**config.mk**
```make
export PLATFORM = sky130hd
export DESIGN_NAME = mpsc_modem_flat
export DESIGN_NICKNAME = d
export VERILOG_FILES = /design/src/rtl/mpsc_pkg.sv /design/src/rtl/mpsc_link_if.sv /design/src/rtl/mpsc_modem.sv /design/src/flat_wrapper.sv
export SDC_FILE = /design/constraint.sdc
export NUM_CORES = 1
export LEC_CHECK = 0
export BUFFER_PORTS_ARGS = -buffer_cell sky130_fd_sc_hd__buf_2
export CORE_ASPECT_RATIO = 0.7
export CORE_MARGIN = 2
export CORE_UTILIZATION = 32
export CTS_CLUSTER_DIAMETER = 60
export DETAILED_ROUTE_END_ITERATION = 10
export HOLD_SLACK_MARGIN = 0.1
export PLACE_DENSITY = 0.55
export SLEW_MARGIN = 20
export SYNTH_ARGS = -nofsm -noshare
export SYNTH_HDL_FRONTEND = slang
export SYNTH_SLANG_ARGS = --single-unit
export TNS_END_PERCENT = 50
```
**constraint.sdc**
```tcl
create_clock -name clk -period 3.3 [get_ports clk]
set_clock_uncertainty 0.05 [all_clocks]
set_input_delay 0.33 -clock clk [delete_from_list [all_inputs] [get_ports clk]]
set_output_delay 0.33 -clock clk [all_outputs]
set_load 0.005 [all_outputs]
```
**src/rtl/mpsc_pkg.sv**
```systemverilog
// package: constants and types shared by both ends of the modem power-state link
package mpsc_pkg;
	localparam int unsigned MPSC_CLK_HZ = 50_000_000;
	localparam int unsigned MPSC_INIT_MS = 220;
	localparam int unsigned MPSC_SHUT_READY_MS = 75;
	localparam int unsigned MPSC_INIT_CYC = (MPSC_CLK_HZ / 1000) * MPSC_INIT_MS;
	localparam int unsigned MPSC_SHUT_READY_CYC = (MPSC_CLK_HZ / 1000) * MPSC_SHUT_READY_MS;
	localparam int unsigned MPSC_CNT_W = 24;
	localparam logic MPSC_DOZE_SEL_RST = 1'b0;
	localparam logic MPSC_CHAN_W = 1'b1;
	localparam logic [4:0] MPSC_CHAN_RST = 5'h00;
	typedef enum logic [1:0] {
		MPSC_CMD_NONE,
		MPSC_CMD_RADIO_OFF,
		MPSC_CMD_RADIO_ON
	} mpsc_cmd_t;
	typedef enum logic [2:0] {
		MPSC_ST_INIT,
		MPSC_ST_ACTIVE,
		MPSC_ST_DOZE,
		MPSC_ST_RF_DOWN,
		MPSC_ST_SHUT
	} mpsc_state_t;
endpackage

```
**src/rtl/mpsc_link_if.sv**
```systemverilog
// interface: shutdown pin and command strobe between host and modem
interface mpsc_link_if;
	logic shut_n;
	logic cmd_valid;
	logic [1:0] cmd;
	logic cmd_ready;
	modport host (output shut_n, output cmd_valid, output cmd, input cmd_ready);
	modport modem (input shut_n, input cmd_valid, input cmd, output cmd_ready);
endinterface

```
**src/rtl/mpsc_modem.sv**
```systemverilog
// modem end: power-state sequencer for the radio modem
module mpsc_modem import mpsc_pkg::*; #(
	parameter int unsigned INIT_CYC = MPSC_INIT_CYC,
	parameter int unsigned SHUT_READY_CYC = MPSC_SHUT_READY_CYC
) (
	input wire logic clk,
	input wire logic sys_rst,
	input wire logic clk_en,
	mpsc_link_if.modem link,
	input wire logic doze_sel,
	input wire logic doze_sel_we,
	input wire logic wake_pkt,
	input wire logic chan_we,
	input wire logic [4:0] chan_in,
	output logic radio_pwr,
	output logic rx_intermittent,
	output logic logic_run,
	output logic reg_access_ok,
	output logic [2:0] state,
	output logic doze_stored,
	output logic [4:0] chan
);
	mpsc_state_t st_q, st_d;
	logic [MPSC_CNT_W-1:0] cnt_q, cnt_d;
	logic doze_q, doze_d;
	logic [4:0] chan_q, chan_d;
	logic ready_q, ready_d;
	logic radio_q, radio_d;
	logic inter_q, inter_d;
	logic run_q, run_d;
	logic acc_q, acc_d;
	logic cmd_take;

	assign cmd_take = link.cmd_valid && ready_q;

	always_comb begin
		st_d = st_q;
		cnt_d = cnt_q;
		doze_d = doze_q;
		chan_d = chan_q;
		ready_d = ready_q;
		if (doze_sel_we && ready_q) begin
			doze_d = doze_sel;
		end
		if (chan_we && ready_q) begin
			chan_d = chan_in;
		end
		if (!link.shut_n) begin
			st_d = MPSC_ST_SHUT;
			ready_d = 1'b0;
			chan_d = MPSC_CHAN_RST;
			cnt_d = '0;
			doze_d = doze_q;
		end else begin
			case (st_q)
				MPSC_ST_INIT: begin
					if (cnt_q >= MPSC_CNT_W'(INIT_CYC - 1)) begin
						st_d = doze_q ? MPSC_ST_DOZE : MPSC_ST_ACTIVE;
						ready_d = 1'b1;
					end else begin
						cnt_d = cnt_q + 1'b1;
					end
				end
				MPSC_ST_SHUT: begin
					if (cnt_q >= MPSC_CNT_W'(SHUT_READY_CYC - 1)) begin
						st_d = doze_q ? MPSC_ST_DOZE : MPSC_ST_ACTIVE;
						ready_d = 1'b1;
						cnt_d = '0;
					end else begin
						cnt_d = cnt_q + 1'b1;
					end
				end
				MPSC_ST_ACTIVE: begin
					if (cmd_take && link.cmd == MPSC_CMD_RADIO_OFF) begin
						st_d = MPSC_ST_RF_DOWN;
					end else if (doze_sel_we && doze_sel) begin
						st_d = MPSC_ST_DOZE;
					end
				end
				MPSC_ST_DOZE: begin
					if (wake_pkt) begin
						st_d = MPSC_ST_ACTIVE;
					end else if (cmd_take && link.cmd == MPSC_CMD_RADIO_OFF) begin
						st_d = MPSC_ST_RF_DOWN;
					end
				end
				MPSC_ST_RF_DOWN: begin
					if (cmd_take && link.cmd == MPSC_CMD_RADIO_ON) begin
						st_d = MPSC_ST_ACTIVE;
					end
				end
				default: begin
					st_d = MPSC_ST_INIT;
				end
			endcase
		end
	end

	always_comb begin
		radio_d = (st_d == MPSC_ST_ACTIVE) || (st_d == MPSC_ST_DOZE);
		inter_d = (st_d == MPSC_ST_DOZE);
		run_d = (st_d != MPSC_ST_SHUT);
		acc_d = ready_d;
	end

	always_ff @(posedge clk) begin
		if (sys_rst) begin
			st_q <= MPSC_ST_INIT;
			cnt_q <= '0;
			doze_q <= MPSC_DOZE_SEL_RST;
			chan_q <= MPSC_CHAN_RST;
			ready_q <= 1'b0;
			radio_q <= 1'b0;
			inter_q <= 1'b0;
			run_q <= 1'b1;
			acc_q <= 1'b0;
		end else if (clk_en) begin
			st_q <= st_d;
			cnt_q <= cnt_d;
			doze_q <= doze_d;
			chan_q <= chan_d;
			ready_q <= ready_d;
			radio_q <= radio_d;
			inter_q <= inter_d;
			run_q <= run_d;
			acc_q <= acc_d;
		end
	end

	assign link.cmd_ready = ready_q;
	assign radio_pwr = radio_q;
	assign rx_intermittent = inter_q;
	assign logic_run = run_q;
	assign reg_access_ok = acc_q;
	assign state = st_q;
	assign doze_stored = doze_q;
	assign chan = chan_q;
endmodule

```
**src/flat_wrapper.sv**
```systemverilog
// flat-port wrapper written by rule: the top's interface ports become plain ports
module mpsc_modem_flat import mpsc_pkg::*;
#(
	parameter int unsigned INIT_CYC = MPSC_INIT_CYC,
	parameter int unsigned SHUT_READY_CYC = MPSC_SHUT_READY_CYC
)
  (clk, sys_rst, clk_en, doze_sel, doze_sel_we, wake_pkt, chan_we, chan_in, radio_pwr, rx_intermittent, logic_run, reg_access_ok, state, doze_stored, chan, link_shut_n, link_cmd_valid, link_cmd, link_cmd_ready);
  mpsc_link_if link_i ();
  input wire logic clk;
  input wire logic sys_rst;
  input wire logic clk_en;
  input wire logic doze_sel;
  input wire logic doze_sel_we;
  input wire logic wake_pkt;
  input wire logic chan_we;
  input wire logic [4:0] chan_in;
  output logic radio_pwr;
  output logic rx_intermittent;
  output logic logic_run;
  output logic reg_access_ok;
  output logic [2:0] state;
  output logic doze_stored;
  output logic [4:0] chan;
  input wire logic [$bits(link_i.shut_n)-1:0] link_shut_n;
  input wire logic [$bits(link_i.cmd_valid)-1:0] link_cmd_valid;
  input wire logic [$bits(link_i.cmd)-1:0] link_cmd;
  output wire logic [$bits(link_i.cmd_ready)-1:0] link_cmd_ready;
  assign link_i.shut_n = link_shut_n;
  assign link_i.cmd_valid = link_cmd_valid;
  assign link_i.cmd = link_cmd;
  assign link_cmd_ready = link_i.cmd_ready;
  mpsc_modem #(.INIT_CYC(INIT_CYC), .SHUT_READY_CYC(SHUT_READY_CYC)) u_core (.clk(clk), .sys_rst(sys_rst), .clk_en(clk_en), .link(link_i), .doze_sel(doze_sel), .doze_sel_we(doze_sel_we), .wake_pkt(wake_pkt), .chan_we(chan_we), .chan_in(chan_in), .radio_pwr(radio_pwr), .rx_intermittent(rx_intermittent), .logic_run(logic_run), .reg_access_ok(reg_access_ok), .state(state), .doze_stored(doze_stored), .chan(chan));
endmodule
```
==> flow_metrics.tcl, run 1 <==
set metrics [dict create \
    grt_use_total 0.154 \
    ios 30 \
    critPathCaptureType "register" \
    core_area_mm2 0.00673 \
    drtAntennaViolNets 0 \
    arrival_ns 2.72 \
    syn-num-nets 277 \
    rr_startpoint "u_core.cnt_q[0]" \
    cellLeakagePower_nw 0.866 \
    synth.top_cell.area_share 0.335 \
    fin_setup_tns_ns 0 \
    clk_path_buf_depth 2 \
    yosys_warnings 0 \
    ys_seq_area_frac 0.335 \
    fp-row-count 25 \
    antenna_found_initial 0 \
    drt-initial-drc-count 133 \
    stdcell_count 378 \
    via_per_inst 5.38 \
    hold_path.class "input pin to register" \
    ys_ff_latch 37 \
    synth_edf_count 0 \
    final-setup-viol-count 0 \
    ir_drop_mv 0.137 \
    clk_latency_ns 0.28 \
    grt-ovfl-total 0 \
    finalPower_mw 0.842 \
    dieWidth_um 103 \
    initial_core_util 0.328 \
    grt_max_degree 40 \
    io_buffer_count 29 \
    synth_largest_area_cell "dfxtp_1" \
    n_antenna_cell 0 \
    area_growth_pct 12.6 \
    first_pass_iters 4 \
    cap_violations 0 \
    post_cts_buffers 0 \
    period_share 0.785 \
    gp_congestion 0.868 \
    fmax_mhz 386 \
    fin_hold_ws_ns 0.243 \
    htreeDepth 2 \
    cp-start-kind "register" \
    routedWlPerCell_um 14.6 \
    startpoint "u_core.cnt_q[0]" \
    critical_path_class "register to register" \
    layout.nets 300 \
    synthArstFlopShare 0 \
    fillCellCount 689 \
    cts_hold_buf 0 \
    cts.sinks 37 \
    min_period_ns 2.59 \
    hpwlAfterDp_mm 3.96 \
    hold_viol_final 0 \
    synth_cell_type_count 57 \
    clkTransAtPathRegs_ns 0.07 \
    post_cts_resized 0 \
    worstPathMaxFanout 5 \
    cp.required_ns 3.43 \
    synth_area_leaders "dfxtp_1 34%, nor3_1 5.7%, nand2_1 3.6%" \
    powerDensity_mw_per_mm2 339 \
    routed_wl_mm 5.52 \
    grt_pass1_wl_mm 9.18 \
    cts_root_buf "clkbuf_8" \
    synthesis.area_mm2 0.00221 \
    drc 0 \
    dp.cells 370 \
    syn_inst 260 \
    die-area_mm2 0.00759 \
    slew_headroom 0.580 \
    grt_pass1_vias 1778 \
    cts_tree "built" \
    num_vias 2033 \
    hp-start "chan_in[0]" \
    grt_setup_unrepaired "no" \
    worst_pin_slew_ns 0.626 \
    drive_gt1_frac 0.197 \
    utilization 0.370 \
    numCtsBuffers 5 \
    die_h_um 73.5 \
    ys.flop_type "dfxtp_1" \
    slew_violations 0 \
    avgSynthCellArea_um2 8.49 \
    outcome "finished, final reports clean" \
]
## cell usage after synthesis, types with 4 or more instances
cell type,number
clkbuf_1,8
o21ai_0,7
or3_1,5
nor2_1,16
nand4_1,8
a211oi_1,7
dfxtp_1,37
nand3_1,13
nand2_1,21
xnor2_1,7
nor3_2,7
and3_1,4
xor2_1,9
o211ai_1,4
inv_1,10
a22oi_1,5
nor3_1,25
## cells by family (layout without fill, tap and decap cells)
group / Yosys count / after routing / share of synthesized area
flip-flops: 37 / 37 / 0.335
multiplexers: 2 / 2 / 0.00907
adder cells (fa/ha/maj): 1 / 1 / 0.00566
AND/OR/NAND/NOR: 114 / 114 / 0.282
AO/OA/AOI/OAI: 64 / 64 / 0.246
buffers and inverters: 26 / 50 / 0.0578
XOR/XNOR: 16 / 16 / 0.0635
## area by class of cell
cell class,count,area (µm²),area share
clock buffers,6,72.6,0.0292
clock inverters,2,10.0,0.00403
inverters,10,37.5,0.0151
multi-input cells,197,1340,0.539
flip-flops and latches,37,741,0.298
well taps,94,118,0.0473
repair buffers,32,168,0.0674
## worst max-delay path, cell delays in order, from the launching register on
cell and delay (ns):
dfxtp_1 0.34, ha_1 0.23, and3_1 0.25, o31ai_1 0.47
nor4_1 0.15, a211oi_1 0.57, a21oi_1 0.14, a211o_1 0.28
## final timing paths
path / depth (start not counted) / end / slack, ns
max: 7 / u_core.radio_pwr / 0.71
min: 3 / u_core.chan[0] / 0.24
max reg2reg: 7 / u_core.radio_pwr / 0.71
min reg2reg: 2 / u_core.logic_run / 0.41
## placed cells by master, fill, tap and decap left out, types with 4 or more instances in the layout
cell / count
buf_2: 29
dfxtp_1: 37
and3_1: 4
inv_1: 10
nand2_1: 21
xnor2_1: 7
nor3_1: 25
o211ai_1: 4
clkbuf_8: 5
o21ai_0: 7
a22oi_1: 5
nand4_1: 8
a211oi_1: 7
xor2_1: 9
nor2_1: 16
or3_1: 5
nand3_1: 13
nor3_2: 7
## state kept, by name, indices dropped and copies added (netlist names)
signal                  count
u_core.cnt_q               24
u_core.chan                 5
u_core.state                3
u_core.doze_stored          1
u_core.logic_run            1
u_core.radio_pwr            1
u_core.reg_access_ok        1
u_core.rx_intermittent      1
## stage by stage
stage,instance area (µm²),setup slack [ns]
2_1_floorplan,2210,1.16
3_3_place_gp,2400,0.722
3_5_place_dp,2400,0.775
4_1_cts,2490,0.759
5_1_grt,2490,0.550
6_report,2490,0.709
## report_power, final
| group | internal (mW) | switching [mW] | total (mW) |
|---|---|---|---|
| Combinational | 0.0269 | 0.0478 | 0.0747 |
| Clock | 0.146 | 0.161 | 0.307 |
| Sequential | 0.452 | 0.00852 | 0.460 |
## metal layers
layer,part of all wire,GRT usage,vias up
met2,0.38,0.196,43
met3,0.054,0.0409,2
met4,0.0015,0.0175,0
met5,0,0,-
li1,-,-,1030
met1,0.56,0.257,958
No activity file was read; power rests on OpenSTA's default activity.
==> run 2, diff against run 1 <==
--- a/config.mk
+++ b/config.mk
@@ -5,6 +5,7 @@
 export SDC_FILE = /design/constraint.sdc
 export NUM_CORES = 1
 export LEC_CHECK = 0
+export ABC_AREA = 1
 export BUFFER_PORTS_ARGS = -buffer_cell sky130_fd_sc_hd__buf_2
 export CORE_ASPECT_RATIO = 0.7
 export CORE_MARGIN = 2
@@ -12,7 +13,7 @@
 export CTS_CLUSTER_DIAMETER = 60
 export DETAILED_ROUTE_END_ITERATION = 10
 export HOLD_SLACK_MARGIN = 0.1
-export PLACE_DENSITY = 0.55
+export PLACE_DENSITY = 0.56
 export SLEW_MARGIN = 20
 export SYNTH_ARGS = -nofsm -noshare
 export SYNTH_HDL_FRONTEND = slang
==> constraint.sdc (replaced) <==
create_clock -name clk -period 2.5 [get_ports clk]
set_clock_uncertainty 0.05 [all_clocks]
set_input_delay 0.25 -clock clk [delete_from_list [all_inputs] [get_ports clk]]
set_output_delay 0.25 -clock clk [all_outputs]
set_load 0.005 [all_outputs]
==> flow_metrics.tcl, run 2 <==
set metrics [dict create \
    fin_setup_tns_ns 0 \
    cts_tree "built" \
    outcome "finished, final reports clean" \
    clk_path_buf_depth 2 \
    drive_gt1_frac 0.148 \
    cts.sinks 37 \
    period_share 0.899 \
    slew_violations 0 \
    yosysMostFrequentCell "nand2_1" \
    n_antenna_cell 0 \
    clk_latency_ns 0.29 \
    grt_setup_unrepaired "no" \
    drt-initial-drc-count 149 \
    critPathCaptureType "register" \
    syn-num-nets 360 \
    met1_usage 0.259 \
    grt_use_total 0.161 \
    hpwlAfterDp_mm 4.38 \
    cap_violations 0 \
    swShare 0.234 \
    cp.required_ns 2.68 \
    intPower_mw 1.04 \
    worst_pin_slew_ns 0.463 \
    powerDensity_mw_per_mm2 535 \
    routed_wl_mm 5.63 \
    drc 0 \
    hold_viol_final 0 \
    antenna_found_initial 0 \
    via_per_inst 4.76 \
    die_h_um 72.4 \
    synth_area_leaders "dfxtp_1 35%, nand2_1 16%, inv_1 8.3%" \
    synth.top_cell.area_share 0.346 \
    final_cell_mix "91 x nand2_1, 47 x inv_1, 41 x nor2_1" \
    drtAntennaViolNets 0 \
    initial_core_util 0.337 \
    largest_reg_flops 24 \
    switchingPower_mw 0.318 \
    critical_path_class "register to register" \
    layout_commonest_cell "nand2_1" \
    grt_util_met2 0.211 \
    grt_max_degree 16 \
    largest-register "u_core.cnt_q" \
    io_buffer_count 29 \
    synth_largest_area_cell "dfxtp_1" \
    die-area_mm2 0.00736 \
    fmax_mhz 445 \
    htreeDepth 2 \
    synth_cell_type_count 33 \
    numCtsBuffers 5 \
    worstPathMaxFanout 15 \
    num_vias 2231 \
    synthArstFlopShare 0 \
    first_pass_iters 4 \
    ys_seq_area_frac 0.346 \
    ios 30 \
    pwr-share-clk 0.458 \
    layout.nets 394 \
    hold_path.class "input pin to register" \
    stdcell_count 469 \
    ys_top_cells_by_count "91 x nand2_1, 47 x inv_1, 41 x nor2_1" \
    ys_ff_latch 37 \
    min_period_ns 2.25 \
    fin_hold_ws_ns 0.145 \
    ys.flop_type "dfxtp_1" \
    yosys_warnings 0 \
    fin_ws_ns 0.253 \
    synthesis.area_mm2 0.00214 \
    grt-ovfl-total 0 \
    arrival_ns 2.43 \
    cts_root_buf "clkbuf_8" \
    pre_cts_slack_ns 0.183 \
    slew_headroom 0.692 \
    fp-row-count 24 \
    synth_edf_count 0 \
    grt_pass1_vias 1963 \
    cellLeakagePower_nw 1.10 \
    pwr-share-seq 0.451 \
    grt_use_met3 0.0356 \
    final-setup-viol-count 0 \
    gp_congestion 0.912 \
    cts_hold_buf 0 \
    routedWlPerCell_um 12.0 \
    avgSynthCellArea_um2 6.23 \
    cp-start-kind "register" \
    area_growth_pct 19.1 \
    pwr-share-comb 0.091 \
    top_usage_layer "met1" \
    syn_inst 343 \
    ir_drop_mv 0.226 \
    core_area_mm2 0.00634 \
    dp.cells 460 \
    clkTransAtPathRegs_ns 0.08 \
    utilization 0.402 \
    dieWidth_um 102 \
    grt_pass1_wl_mm 9.30 \
]
-- run 2: power by group through the flow --
| stage | logic (mW) | registers [mW] | clock network [mW] |
|---|---|---|---|
| finish | 0.123 | 0.615 | 0.624 |
| global route | 0.141 | 0.616 | 0.663 |
| CTS | 0.118 | 0.614 | 0.640 |
| detailed placement | 0.118 | 0.627 | 0 |
| global placement | 0.118 | 0.627 | 0 |
| floorplan | 0.0817 | 0.626 | 0 |
-- run 2: timing repair --
action                     4_1_cts  5_1_grt
buffers inserted                 0        1
hold endpoints to repair         0        0
resized for setup                0        5
setup endpoints to repair        0       11
-- run 2: cell type report --
cell class	instances	area, µm²
multi-input cells	247	1170
flip-flops and latches	37	742
inverters	52	195
repair buffers	34	186
fillers	685	3790
clock inverters	3	65.1
clock buffers	5	68.8
well taps	91	114
-- run 2: path summary, 6_finish.rpt --
check | from | slack [ns] | cells after the start | endpoint
hold reg to reg | u_core.chan[0] | 0.41 | 2 | u_core.chan[0]
setup / recovery | u_core.cnt_q[1] | 0.25 | 14 | u_core.cnt_q[9]
setup reg to reg | u_core.cnt_q[1] | 0.25 | 14 | u_core.cnt_q[9]
hold / removal | chan_in[1] | 0.14 | 3 | u_core.chan[1]
-- run 2: per-stage QoR --
step / power (mW) / cell area, µm²
final: 1.36 / 2550
after global routing: 1.42 / 2550
after CTS: 1.37 / 2520
after detailed placement: 0.745 / 2380
after global placement: 0.746 / 2380
after floorplan: 0.707 / 2140
-- run 2: routing by layer --
layer / routed length [µm] / vias to the layer above
met4: 31 / 0
li1: - / 1174
met3: 290 / 5
met2: 2220 / 58
met5: 0 / -
met1: 3090 / 994
-- run 2: logic make-up (layout without fill, tap and decap cells) --
group                    Yosys count  in the layout  synth area share
AO/OA/AOI/OAI                     59             59             0.153
XOR/XNOR                           4              4            0.0164
adder cells (fa/ha/maj)            1              1           0.00585
buffers and inverters             59             94             0.112
flip-flops                        37             37             0.346
AND/OR/NAND/NOR                  183            183             0.367
-- run 2: worst max-delay path, cell delays in order, from the launching register on --
cell and delay, ns:
dfxtp_1 0.36, ha_2 0.20, nand2_1 0.10, nor2_4 0.13, nand3b_1 0.08, nand2_1 0.09
nand2_1 0.09, nand3_2 0.12, nand2_2 0.10, nand2_8 0.13, inv_2 0.13, a21oi_4 0.25
inv_2 0.13, a21oi_1 0.13, o21a_1 0.12
==> run 3, diff against run 2 <==
--- a/config.mk
+++ b/config.mk
@@ -7,6 +7,7 @@
 export LEC_CHECK = 0
 export ABC_AREA = 1
 export BUFFER_PORTS_ARGS = -buffer_cell sky130_fd_sc_hd__buf_2
+export CAP_MARGIN = 0
 export CORE_ASPECT_RATIO = 0.7
 export CORE_MARGIN = 2
 export CORE_UTILIZATION = 32
@@ -14,6 +15,8 @@
 export DETAILED_ROUTE_END_ITERATION = 10
 export HOLD_SLACK_MARGIN = 0.1
 export PLACE_DENSITY = 0.56
+export REMOVE_ABC_BUFFERS = 1
+export SETUP_SLACK_MARGIN = 0.2
 export SLEW_MARGIN = 20
 export SYNTH_ARGS = -nofsm -noshare
 export SYNTH_HDL_FRONTEND = slang
==> flow_metrics.tcl, run 3 (synthesis gave the netlist of run 2 again) <==
set metrics [dict create \
    cts_root_buf "clkbuf_8" \
    period_share 0.852 \
    path_delay_family "simple AND/OR/NAND/NOR gates" \
    final_cell_mix "90 x nand2_1, 47 x inv_1, 39 x nor2_1" \
    finalInstanceArea_mm2 0.00256 \
    holdPathStages 3 \
    min_to "u_core.chan[1]" \
    clk_path_buf_depth 2 \
    numCtsBuffers 5 \
    grt_use_total 0.161 \
    slew_violations 0 \
    gp_congestion 0.905 \
    finalPower_mw 1.15 \
    fmax_mhz 469 \
    crit_slowest_cell "dfxtp_2" \
    ios 30 \
    core_area_mm2 0.00634 \
    fin_setup_tns_ns 0 \
    worstReg2RegEnd "u_core.cnt_q[15]" \
    routedWlPerCell_um 12.0 \
    drive_gt1_frac 0.172 \
    grt_pass1_wl_mm 9.35 \
    antenna_found_initial 0 \
    utilization 0.403 \
    drc 0 \
    ff2ff_setup_slack_ns 0.37 \
    fp-row-count 24 \
    crit_chain "ha_2 -> nand2_2 -> nor2_4 -> nand3b_1 -> nand2_1 -> nand2_1 -> nand3_2 -> nand2_2 -> nand2_8 -> inv_4 -> a21oi_4 -> buf_4 -> o21ai_1 -> a21oi_1" \
    hp-start "chan_in[1]" \
    worstPathMaxFanout 11 \
    first_pass_iters 5 \
    place_area_mm2 0.00238 \
    rr_worst_depth 14 \
    initial_core_util 0.337 \
    critical_path_class "register to register" \
    hold_viol_final 0 \
    cellLeakagePower_nw 1.10 \
    ir_drop_mv 0.208 \
    min_period_ns 2.13 \
    powerDensity_mw_per_mm2 451 \
    critPathCaptureType "register" \
    grt_max_degree 16 \
    max_stage_delay_ns 0.36 \
    grt_setup_unrepaired "no" \
    die-area_mm2 0.00736 \
    largest-register "u_core.cnt_q" \
    critPathBufInv 2 \
    area_growth_pct 19.5 \
    clk_latency_ns 0.29 \
    routed_wl_mm 5.71 \
    io_buffer_count 29 \
    drt-initial-drc-count 130 \
    hold_path.class "input pin to register" \
    grt-ovfl-total 0 \
    num_vias 2284 \
    via_per_inst 4.82 \
    cap_violations 0 \
    cts.sinks 37 \
    hpwlAfterDp_mm 4.38 \
    die_h_um 72.4 \
    clkTransAtPathRegs_ns 0.07 \
    cp-start-kind "register" \
    final-setup-viol-count 0 \
    n_antenna_cell 0 \
    arrival_ns 2.31 \
    worst_pin_slew_ns 0.792 \
    cts_tree "built" \
    slew_headroom 0.467 \
    drtAntennaViolNets 0 \
    layout_commonest_cell "nand2_1" \
    cp.required_ns 2.68 \
    cts_hold_buf 0 \
    rr_startpoint "u_core.cnt_q[0]" \
    largest_reg_flops 24 \
    outcome "finished, final reports clean" \
    fillCellCount 673 \
    htreeDepth 2 \
    layout.nets 399 \
    grt_pass1_vias 1953 \
    dieWidth_um 102 \
]
-- run 3: repair_timing --
action | CTS | global route
pin swaps | 0 | 3
endpoints found under the hold margin | 0 | 0
gates resized for setup | 2 | 13
cloned | 0 | 1
endpoints found under the setup margin | 7 | 22
setup buffers | 0 | 6
-- run 3: how the worst max path moves through the flow --
stage	from	cells after the start	slack (ns)	endpoint
floorplan	u_core.cnt_q[0]	14	0.47	u_core.cnt_q[9]
global placement	u_core.cnt_q[0]	13	0.15	u_core.cnt_q[14]
detailed placement	u_core.cnt_q[0]	13	0.17	u_core.cnt_q[14]
CTS	u_core.cnt_q[0]	14	0.21	u_core.cnt_q[9]
global route	u_core.cnt_q[0]	14	0.20	u_core.cnt_q[20]
finish	u_core.cnt_q[0]	14	0.37	u_core.cnt_q[15]
-- run 3: power breakdown --
group	switching, mW	internal (mW)	leakage (nW)
combinational	0.0815	0.0509	0.756
clock	0.213	0.193	0.0450
sequential	0.0131	0.602	0.300
total	0.307	0.846	1.10
-- run 3: area by class of cell --
class / instances / area, µm² / area share
multi-input cells: 247 / 1190 / 0.466
flip-flops and latches: 37 / 743 / 0.291
repair buffers: 39 / 224 / 0.0876
well taps: 91 / 114 / 0.0445
clock buffers: 6 / 72.6 / 0.0284
clock inverters: 2 / 10.0 / 0.00392
inverters: 52 / 200 / 0.0783
-- run 3: worst register-to-register path, cell delays in order, from the launching register on --
cell and delay [ns]:
dfxtp_2 0.36, ha_2 0.20, nand2_2 0.08, nor2_4 0.13, nand3b_1 0.08, nand2_1 0.07
nand2_1 0.09, nand3_2 0.09, nand2_2 0.09, nand2_8 0.10, inv_4 0.08, a21oi_4 0.28
buf_4 0.21, o21ai_1 0.07, a21oi_1 0.10
-- run 3: routing by layer --
layer	track usage	routed length, µm
met1	0.260	3040
met2	0.211	2250
met3	0.0328	376
met4	0.0405	41
met5	0	0
-- run 3: through the flow --
stage                     worst slack [ns]  cells  hold WS [ns]
final                                0.369    474         0.168
after global routing                 0.196    474         0.164
after CTS                            0.215    467         0.157
after detailed placement             0.168    459         0.403
after global placement               0.152    459         0.400
after floorplan                      0.466    336         0.269
